===== src/verilog/dcc_pkg.sv =====
// Package for the dual comparator control block: offsets, fields, resets, carriers
//
// Overview of operation
// - Two identical comparator control instances
// - Latched clocked output and raw async output
// - Disabled: pin output low, analog power off
// - Output edges set rise or fall flag
// - Flags hold until software writes zero
// - Mode bit 5 enables rising interrupt
// - Mode bit 4 enables falling interrupt
// - Control bit 6 reads live result
// - Control bit 7 enables the comparator
// - Control bits 3:2 drive positive hysteresis
// - Control bits 1:0 drive negative hysteresis
// - Mode bits 1:0 select response time
// - Mode bits 7:6, 3:2 read zero
package dcc_pkg;

  // Register offsets (byte bus address space)
  localparam logic [7:0] DCC_B_CONTROL_OFS = 8'h9A;
  localparam logic [7:0] DCC_A_CONTROL_OFS = 8'h9B;
  localparam logic [7:0] DCC_B_MODE_OFS    = 8'h9C;
  localparam logic [7:0] DCC_A_MODE_OFS    = 8'h9D;
  localparam logic [7:0] DCC_IRQ_STAT_OFS  = 8'hA0;
  localparam logic [7:0] DCC_IRQ_MASK_OFS  = 8'hA1;

  // Control register fields
  localparam int DCC_CTL_EN_BIT   = 7;
  localparam int DCC_CTL_OUT_BIT  = 6;
  localparam int DCC_CTL_RISE_BIT = 5;
  localparam int DCC_CTL_FALL_BIT = 4;
  localparam int DCC_CTL_HYP_LSB  = 2;
  localparam int DCC_CTL_HYN_LSB  = 0;

  // Mode register fields
  localparam int DCC_MOD_RIE_BIT  = 5;
  localparam int DCC_MOD_FIE_BIT  = 4;
  localparam int DCC_MOD_RESP_LSB = 0;

  // Interrupt status layout: bit 0 comparator A, bit 1 comparator B
  localparam int DCC_NUM_CMP = 2;

  // Reset values
  localparam logic [7:0] DCC_CONTROL_RST = 8'h00;
  localparam logic [7:0] DCC_MODE_RST    = 8'h02;
  localparam logic [1:0] DCC_RESP_RST    = 2'h2;
  localparam logic [1:0] DCC_MASK_RST    = 2'h0;

  // Register write carrier
  typedef struct packed {
    logic       ctl_we;
    logic       mode_we;
    logic [7:0] wdata;
  } dcc_wr_t;

  // Analog core control carrier
  typedef struct packed {
    logic       power_en;
    logic [1:0] pos_hyst;
    logic [1:0] neg_hyst;
    logic [1:0] resp_mode;
  } dcc_analog_t;

endpackage


===== src/verilog/dcc_channel.sv =====
// One comparator control channel: registers, sync, edge flags, request
//
// The plain strobed port was chosen for this implementation.
`timescale 1ns/10ps
module dcc_channel (
  input  wire logic             clock_i,
  input  wire logic             srst_i,
  input  wire dcc_pkg::dcc_wr_t wr_i,
  input  wire logic             raw_result_i,
  output dcc_pkg::dcc_analog_t  analog_o,
  output logic [7:0]            control_o,
  output logic [7:0]            mode_o,
  output logic                  latched_out_o,
  output logic                  raw_out_o,
  output logic                  irq_req_o
);

  logic       enable_q;
  logic [1:0] pos_hyst_q;
  logic [1:0] neg_hyst_q;
  logic       rise_ie_q;
  logic       fall_ie_q;
  logic [1:0] resp_q;
  logic       sync1_q;
  logic       sync2_q;
  logic       prev_q;
  logic       rise_q;
  logic       fall_q;
  logic       rise_d;
  logic       fall_d;
  logic       rise_evt;
  logic       fall_evt;

  ////////////////////////////////////////////////////////////////////////
  // Control register writable fields
  always_ff @(posedge clock_i) begin
    if (srst_i) begin
      enable_q   <= 1'b0;
      pos_hyst_q <= 2'h0;
      neg_hyst_q <= 2'h0;
    end else if (wr_i.ctl_we) begin
      enable_q   <= wr_i.wdata[dcc_pkg::DCC_CTL_EN_BIT];
      pos_hyst_q <= wr_i.wdata[dcc_pkg::DCC_CTL_HYP_LSB +: 2];
      neg_hyst_q <= wr_i.wdata[dcc_pkg::DCC_CTL_HYN_LSB +: 2];
    end
  end

  // Mode register writable fields
  always_ff @(posedge clock_i) begin
    if (srst_i) begin
      rise_ie_q <= 1'b0;
      fall_ie_q <= 1'b0;
      resp_q    <= dcc_pkg::DCC_RESP_RST;
    end else if (wr_i.mode_we) begin
      rise_ie_q <= wr_i.wdata[dcc_pkg::DCC_MOD_RIE_BIT];
      fall_ie_q <= wr_i.wdata[dcc_pkg::DCC_MOD_FIE_BIT];
      resp_q    <= wr_i.wdata[dcc_pkg::DCC_MOD_RESP_LSB +: 2];
    end
  end

  ////////////////////////////////////////////////////////////////////////
  // Two-stage synchroniser, then previous value for edges
  always_ff @(posedge clock_i) begin
    if (srst_i) begin
      sync1_q <= 1'b0;
      sync2_q <= 1'b0;
      prev_q  <= 1'b0;
    end else begin
      sync1_q <= raw_result_i;
      sync2_q <= sync1_q;
      prev_q  <= sync2_q;
    end
  end

  // Edge events, only counted while enabled
  assign rise_evt = enable_q & sync2_q & ~prev_q;
  assign fall_evt = enable_q & ~sync2_q & prev_q;

  // Sticky flags; an edge in the clearing cycle wins
  always_comb begin
    rise_d = rise_q;
    fall_d = fall_q;
    if (wr_i.ctl_we) begin
      rise_d = rise_q & wr_i.wdata[dcc_pkg::DCC_CTL_RISE_BIT];
      fall_d = fall_q & wr_i.wdata[dcc_pkg::DCC_CTL_FALL_BIT];
    end
    if (rise_evt) begin
      rise_d = 1'b1;
    end
    if (fall_evt) begin
      fall_d = 1'b1;
    end
  end

  // Flag storage
  always_ff @(posedge clock_i) begin
    if (srst_i) begin
      rise_q <= 1'b0;
      fall_q <= 1'b0;
    end else begin
      rise_q <= rise_d;
      fall_q <= fall_d;
    end
  end

  // Latched output register, low while disabled
  always_ff @(posedge clock_i) begin
    if (srst_i) begin
      latched_out_o <= 1'b0;
    end else begin
      latched_out_o <= enable_q & sync2_q;
    end
  end

  ////////////////////////////////////////////////////////////////////////
  // Raw path bypasses the clock so it works with the clock stopped
  assign raw_out_o          = enable_q & raw_result_i;
  assign analog_o           = '{power_en:  enable_q,
                                pos_hyst:  pos_hyst_q,
                                neg_hyst:  neg_hyst_q,
                                resp_mode: resp_q};
  assign irq_req_o          = (rise_q & rise_ie_q) | (fall_q & fall_ie_q);
  assign control_o = {enable_q, sync2_q & enable_q, rise_q, fall_q, pos_hyst_q, neg_hyst_q};
  assign mode_o    = {2'h0, rise_ie_q, fall_ie_q, 2'h0, resp_q};

endmodule


===== src/verilog/dcc_top.sv =====
// Dual comparator control top: register port, two channels, interrupt
`timescale 1ns/10ps
module dcc_top (
  input  wire logic                 clock_i,
  input  wire logic                 srst_i,
  input  wire logic [7:0]           addr_i,
  input  wire logic [7:0]           wdata_i,
  input  wire logic                 wr_i,
  input  wire logic                 rd_i,
  output logic [7:0]                rdata_o,
  input  wire logic [1:0]           raw_result_i,
  output dcc_pkg::dcc_analog_t [1:0] analog_o,
  output logic [1:0]                latched_out_o,
  output logic [1:0]                raw_out_o,
  output logic [1:0]                cmp_irq_o,
  output logic                      irq_o
);

  logic [7:0]       ctl_ofs [2];
  logic [7:0]       mod_ofs [2];
  logic [7:0]       control [2];
  logic [7:0]       mode    [2];
  dcc_pkg::dcc_analog_t ana_ch [2];
  logic             lat_ch  [2];
  logic             raw_ch  [2];
  logic             req_ch  [2];
  logic [1:0]       req;
  logic [1:0]       req_prev_q;
  logic [1:0]       stat_q;
  logic [1:0]       stat_d;
  logic [1:0]       mask_q;
  logic [7:0]       rdata_d;

  assign ctl_ofs[0] = dcc_pkg::DCC_A_CONTROL_OFS;
  assign ctl_ofs[1] = dcc_pkg::DCC_B_CONTROL_OFS;
  assign mod_ofs[0] = dcc_pkg::DCC_A_MODE_OFS;
  assign mod_ofs[1] = dcc_pkg::DCC_B_MODE_OFS;

  ////////////////////////////////////////////////////////////////////////
  // Two identical channels
  for (genvar g = 0; g < dcc_pkg::DCC_NUM_CMP; g++) begin : g_ch
    dcc_pkg::dcc_wr_t wr;
    assign wr = '{ctl_we:  wr_i & (addr_i == ctl_ofs[g]),
                  mode_we: wr_i & (addr_i == mod_ofs[g]),
                  wdata:   wdata_i};
    dcc_channel u_ch (
      .clock_i       (clock_i),
      .srst_i        (srst_i),
      .wr_i          (wr),
      .raw_result_i  (raw_result_i[g]),
      .analog_o      (ana_ch[g]),
      .control_o     (control[g]),
      .mode_o        (mode[g]),
      .latched_out_o (lat_ch[g]),
      .raw_out_o     (raw_ch[g]),
      .irq_req_o     (req_ch[g])
    );
  end

  // Gather per-channel outputs, one driver per packed port
  assign analog_o      = {ana_ch[1], ana_ch[0]};
  assign latched_out_o = {lat_ch[1], lat_ch[0]};
  assign raw_out_o     = {raw_ch[1], raw_ch[0]};
  assign req           = {req_ch[1], req_ch[0]};
  assign cmp_irq_o     = req;

  ////////////////////////////////////////////////////////////////////////
  // Sticky status on request rise; read clears, set wins
  always_comb begin
    stat_d = stat_q;
    if (rd_i && addr_i == dcc_pkg::DCC_IRQ_STAT_OFS) begin
      stat_d = 2'h0;
    end
    stat_d = stat_d | (req & ~req_prev_q);
  end

  // Status, mask and request history
  always_ff @(posedge clock_i) begin
    if (srst_i) begin
      stat_q     <= 2'h0;
      req_prev_q <= 2'h0;
      mask_q     <= dcc_pkg::DCC_MASK_RST;
    end else begin
      stat_q     <= stat_d;
      req_prev_q <= req;
      if (wr_i && addr_i == dcc_pkg::DCC_IRQ_MASK_OFS) begin
        mask_q <= wdata_i[1:0];
      end
    end
  end

  assign irq_o = |(stat_q & mask_q);

  ////////////////////////////////////////////////////////////////////////
  // Read mux, unmapped reads zero
  always_comb begin
    unique case (addr_i)
      dcc_pkg::DCC_A_CONTROL_OFS: rdata_d = control[0];
      dcc_pkg::DCC_B_CONTROL_OFS: rdata_d = control[1];
      dcc_pkg::DCC_A_MODE_OFS:    rdata_d = mode[0];
      dcc_pkg::DCC_B_MODE_OFS:    rdata_d = mode[1];
      dcc_pkg::DCC_IRQ_STAT_OFS:  rdata_d = {6'h00, stat_q};
      dcc_pkg::DCC_IRQ_MASK_OFS:  rdata_d = {6'h00, mask_q};
      default:                    rdata_d = 8'h00;
    endcase
  end

  // Read data register, valid only the cycle after the strobe
  always_ff @(posedge clock_i) begin
    if (srst_i) begin
      rdata_o <= 8'h00;
    end else if (rd_i) begin
      rdata_o <= rdata_d;
    end else begin
      rdata_o <= 8'h00;
    end
  end

endmodule


===== config.mk =====
export PLATFORM = sky130hd
export DESIGN_NAME = dcc_top
export DESIGN_NICKNAME = d
export VERILOG_FILES = /design/src/verilog/dcc_pkg.sv /design/src/verilog/dcc_channel.sv /design/src/verilog/dcc_top.sv
export SDC_FILE = /design/constraint.sdc
export NUM_CORES = 1
export LEC_CHECK = 0
export BUFFER_PORTS_ARGS = -buffer_cell sky130_fd_sc_hd__buf_4
export CORE_MARGIN = 5
export CORE_UTILIZATION = 47
export DETAILED_ROUTE_END_ITERATION = 7
export GPL_ROUTABILITY_DRIVEN = 0
export PLACE_DENSITY = 0.75
export SYNTH_ARGS = -nofsm -noshare
export SYNTH_HDL_FRONTEND = slang
export SYNTH_HIERARCHICAL = 1
export SYNTH_SLANG_ARGS = --single-unit

===== constraint.sdc =====
create_clock -name clock_i -period 3.7 [get_ports clock_i]
set_clock_uncertainty 0.1 [all_clocks]
set_input_delay 0.925 -clock clock_i [delete_from_list [all_inputs] [get_ports clock_i]]
set_output_delay 0.925 -clock clock_i [all_outputs]
set_load 0.01 [all_outputs]

After elaboration in Yosys (flattened, before gate mapping)
Cells that the tools add are included.
Cells by class
  add/sub/neg operators: 0
  $mul: 0
  divide/modulo/power cells: 0
  magnitude comparators: 0
  equality and inequality tests: 6
  shifts and indexed selects: 0
  mux-type cells: 10
  bitwise gates (word level): 33
  reduce and logical (&&, ||, !) cells: 8
Operator list (count)
  $eq A8 B8 Y1 const B: 6
  $pmux W8 S6: 1
  $and A1 B1 Y1: 22
  $mux W1: 8
  $reduce_bool A2 Y1: 4
  $not A1 Y1: 5
  $and A2 B2 Y2: 2
  $reduce_or A2 Y1: 2
  $logic_and A1 B1 Y1: 2
  $mux W2: 1
  $not A2 Y2: 1
  $or A1 B1 Y1: 2
  $or A2 B2 Y2: 1
Storage, ports and cells
  register bits: 44
  latch bits: 0
  bits in writable memories: 0
  ROM bits: 0
  input port bits: 22
  memories: 0

Logic depth before layout (Yosys ltp)
  depth in word-level cells: 4
  gate-level depth with buffers: 7

Hierarchy
Netlist, hierarchy kept.
By module, submodules not included
  dcc_channel: instances 2, cells an instance 68, area an instance 691.9 sq um, seq. area each 300.3 sq um
  dcc_top: instances 1, cells an instance 83, area an instance 780.7 sq um, seq. area each 280.3 sq um

Least setup slack after synthesis
OpenSTA, ideal clock, no wires.
  path type: input to register
  start: input port addr_i[6]
  end: register g_ch[0].u_ch.rise_q
  setup time: 126 ps
  arrival time: 2149 ps
  data required time: 3474 ps
  slack: 1325 ps
  cell stages on the path: 7
  path buffers: 1
  cells stage by stage: nand2b_1 > nor3_2 > nand2_1 > nor3_1 > buf_4 > and2b_1 > o32ai_4
RTL lines
  start, declared: RTL line dcc_top.sv:6  | input wire logic [7:0] addr_i,
  end signal, assigned: RTL line dcc_channel.sv:101  | rise_q <= rise_d;
  end, declared: RTL line dcc_channel.sv:27  | logic rise_q;

==> impl_metrics.toml <==
[sta]
finalCritPeriodShare_pct = 74.6
fin_tns_setup_ns = 0
relSlewSlack_pct = 44.3
finalSetupViolations = 0
min_period_ns = 2.76
finalMaxSlewViolations = 0
setup_slack_ns = 0.939
worst_slew_pin_slew_ns = 0.833
hold_viol = 0
rsz0062_at_grt = "false"
max_freq_mhz = 362

[yosys]
post-synth-top-count-cell = "dfxtp_1"
synth-seq-cells = 44
ys_async_sr_fraction_pct = 0
syn_area_per_cell_um2 = 9.88
synth_adder_area_share_pct = 0
syn-instance-count = 219
synth_edf_count = 0
synth.area.top_cells = "dfxtp_1 41%, buf_4 12%, mux2i_1 10%"
synth_ff_type = "dfxtp_1"
seq_area_frac_synth_pct = 40.7
synth_top_family_by_area = "simple AND/OR/NAND/NOR gates"
synth_xor_area_share_pct = 0
synthMuxAreaShare_pct = 11.2
synth_top_area_share_pct = 40.7
synthTopCellsByCount = "44 x dfxtp_1, 34 x buf_4, 24 x nor2_1"
synth_compound_area_share_pct = 12.7
syn-cell-area_um2 = 2160
yosysTopAreaCell = "dfxtp_1"
yosysWarnings = 6
synth_cell_types = 33
synthSimpleGateAreaFrac_pct = 19.9

[die]
die_h_um = 77.9
core_um2 = 4410
io_pins = 51
initial_core_util_pct = 49.0
die_x_um = 77.9
dieArea_um2 = 6060
num_rows = 24

[detailed_routing]
ant_nets = 0
routed_wl_mm = 4.41
via_per_inst = 5.19
dr_total_vias = 1522
first_pass_iters = 4
drtIter0Drc = 132
post-route-drc-count = 0
wl_per_cell_um = 15.0

[critical_path]
crit_type = "in -> reg"
slowest_delay_ns = 0.54
critical_path.startpoint_type = "input port"
cp_data_required_time_ns = 3.77
crit_path_frequent_cell = "buf_4"
end_kind = "flip-flop"
cp_slowest_cell = "nor3_1"
crit_family = "simple AND/OR/NAND/NOR gates"
path_max_fanout = 5
cp.arrival_ns = 2.83
path_cells = "buf_4, nand2b_1, nor3_2, nand2_1, nor3_1, buf_4, mux2i_1, nor2_1"
crit_buf_inv = 2

[clock_tree]
post_cts_buffers = 0
cts.path.max_buffers = 2
ctsResizeCount = 0
path_clk_slew_ns = 0.07
hold_buffers = 0
clkLatencyLatePin_ns = 0.29
numCtsBuffers = 5
root_buffer = "clkbuf_8"
cts.htree.levels = 2
clock-sinks = 44
tritoncts = "yes"

[grt]
grt_pass1_wl_mm = 7.31
gr-total-overflow = 0
grt_max_degree = 45
grt_usage_pct = 15.1
antenna_found_initial = 0
grt_pass1_vias = 1472

[layout]
syn2layout_area_growth_pct = 12.7
diodes = 0
final_util_pct = 55.3
drive_gt1_share_pct = 28.2
design_area_um2 = 2440
finalNonFillerCells = 293
nets = 264
fillCellCount = 397

[place]
placed_cells = 287
hpwlAfterDp_mm = 3.10
dp_slack_ns = 0.675
port_buffers = 49
placed_area_um2 = 2340

[power]
power_density_nw_per_um2 = 361
p_leak_nw = 1.00
peakVddDrop_mv = 0.177

[run_status]
outcome = "finished, final reports clean"

[hold_path]
hold_class = "reg -> reg"

[run]
cap_violations = 0
## power by group
group | leakage [nW] | switching [mW] | internal [mW] | total [mW]
combinational | 0.594 | 0.0332 | 0.0270 | 0.0603
sequential | 0.355 | 0.00161 | 0.476 | 0.478
clock | 0.0501 | 0.149 | 0.194 | 0.343
## final cells by class
| class | instances | area, um2 | area share (%) |
|---|---|---|---|
| multi-input combinational | 133 | 978 | 40.1 |
| sequential | 44 | 881 | 36.1 |
| timing repair buffer | 53 | 398 | 16.3 |
| clock buffer | 5 | 68.8 | 2.82 |
| tap | 52 | 65.1 | 2.67 |
| clock inverter | 1 | 30.0 | 1.23 |
| inverter | 5 | 18.8 | 0.769 |
## routing by layer
metal | vias up | track usage, % | wire [um]
li1 | 767 | - | -
met3 | 2 | 4.40 | 277
met1 | 704 | 20.3 | 2060
met2 | 49 | 22.7 | 2040
met4 | 0 | 5.67 | 27
met5 | - | 0 | 0
## sequential cells by signal, indices dropped and copies added (netlist names), 4 cells and up
name                  cells
g_ch.u_ch/neg_hyst_q      4
g_ch.u_ch/resp_q          4
g_ch.u_ch/pos_hyst_q      4
rdata_o                   8
## logic make-up after synthesis
logic type,count (synthesis)
AOI/OAI and AO/OA,28
muxes,24
other,2
and+or+nand+nor,73
DFF,44
buffers and inverters,48
## path summary, 6_finish.rpt
kind                                                    to  cells after the start  slack, ns                  start
worst min register to register                   stat_q[0]                      1       0.33          req_prev_q[0]
worst min-delay path                             stat_q[0]                      1       0.33          req_prev_q[0]
worst max-delay path            g_ch[1].u_ch/pos_hyst_q[1]                      8       0.94              addr_i[6]
worst max register to register                  rdata_o[6]                      4       2.47  g_ch[0].u_ch/enable_q
## layout by cell type (no fill, tap or decap), types with 2 or more instances in the layout
cell type,Yosys,routed
inv_1,4,4
nor2_1,24,24
nor2b_1,6,6
a221oi_1,12,12
o32ai_1,2,2
buf_4,34,53
mux2_2,2,2
mux2i_1,22,22
o32ai_4,2,2
o21ai_1,2,2
clkbuf_8,0,5
a22oi_1,2,2
conb_1,2,8
and2b_1,9,9
nand2b_1,9,9
a22o_1,3,3
nor3_1,10,10
o22ai_1,2,2
dfxtp_1,44,44
a211o_1,2,2
nand4bb_1,2,2
nand2_1,5,5
and2_1,2,2
## per-stage QoR
stage	power (mW)	hold WS (ns)
6_report	0.881	0.329
5_1_grt	0.909	0.352
4_1_cts	0.893	0.333
2_1_floorplan	0.529	0.311
3_5_place_dp	0.549	0.321
3_3_place_gp	0.548	0.315
(Power assumes the default switching activity.)
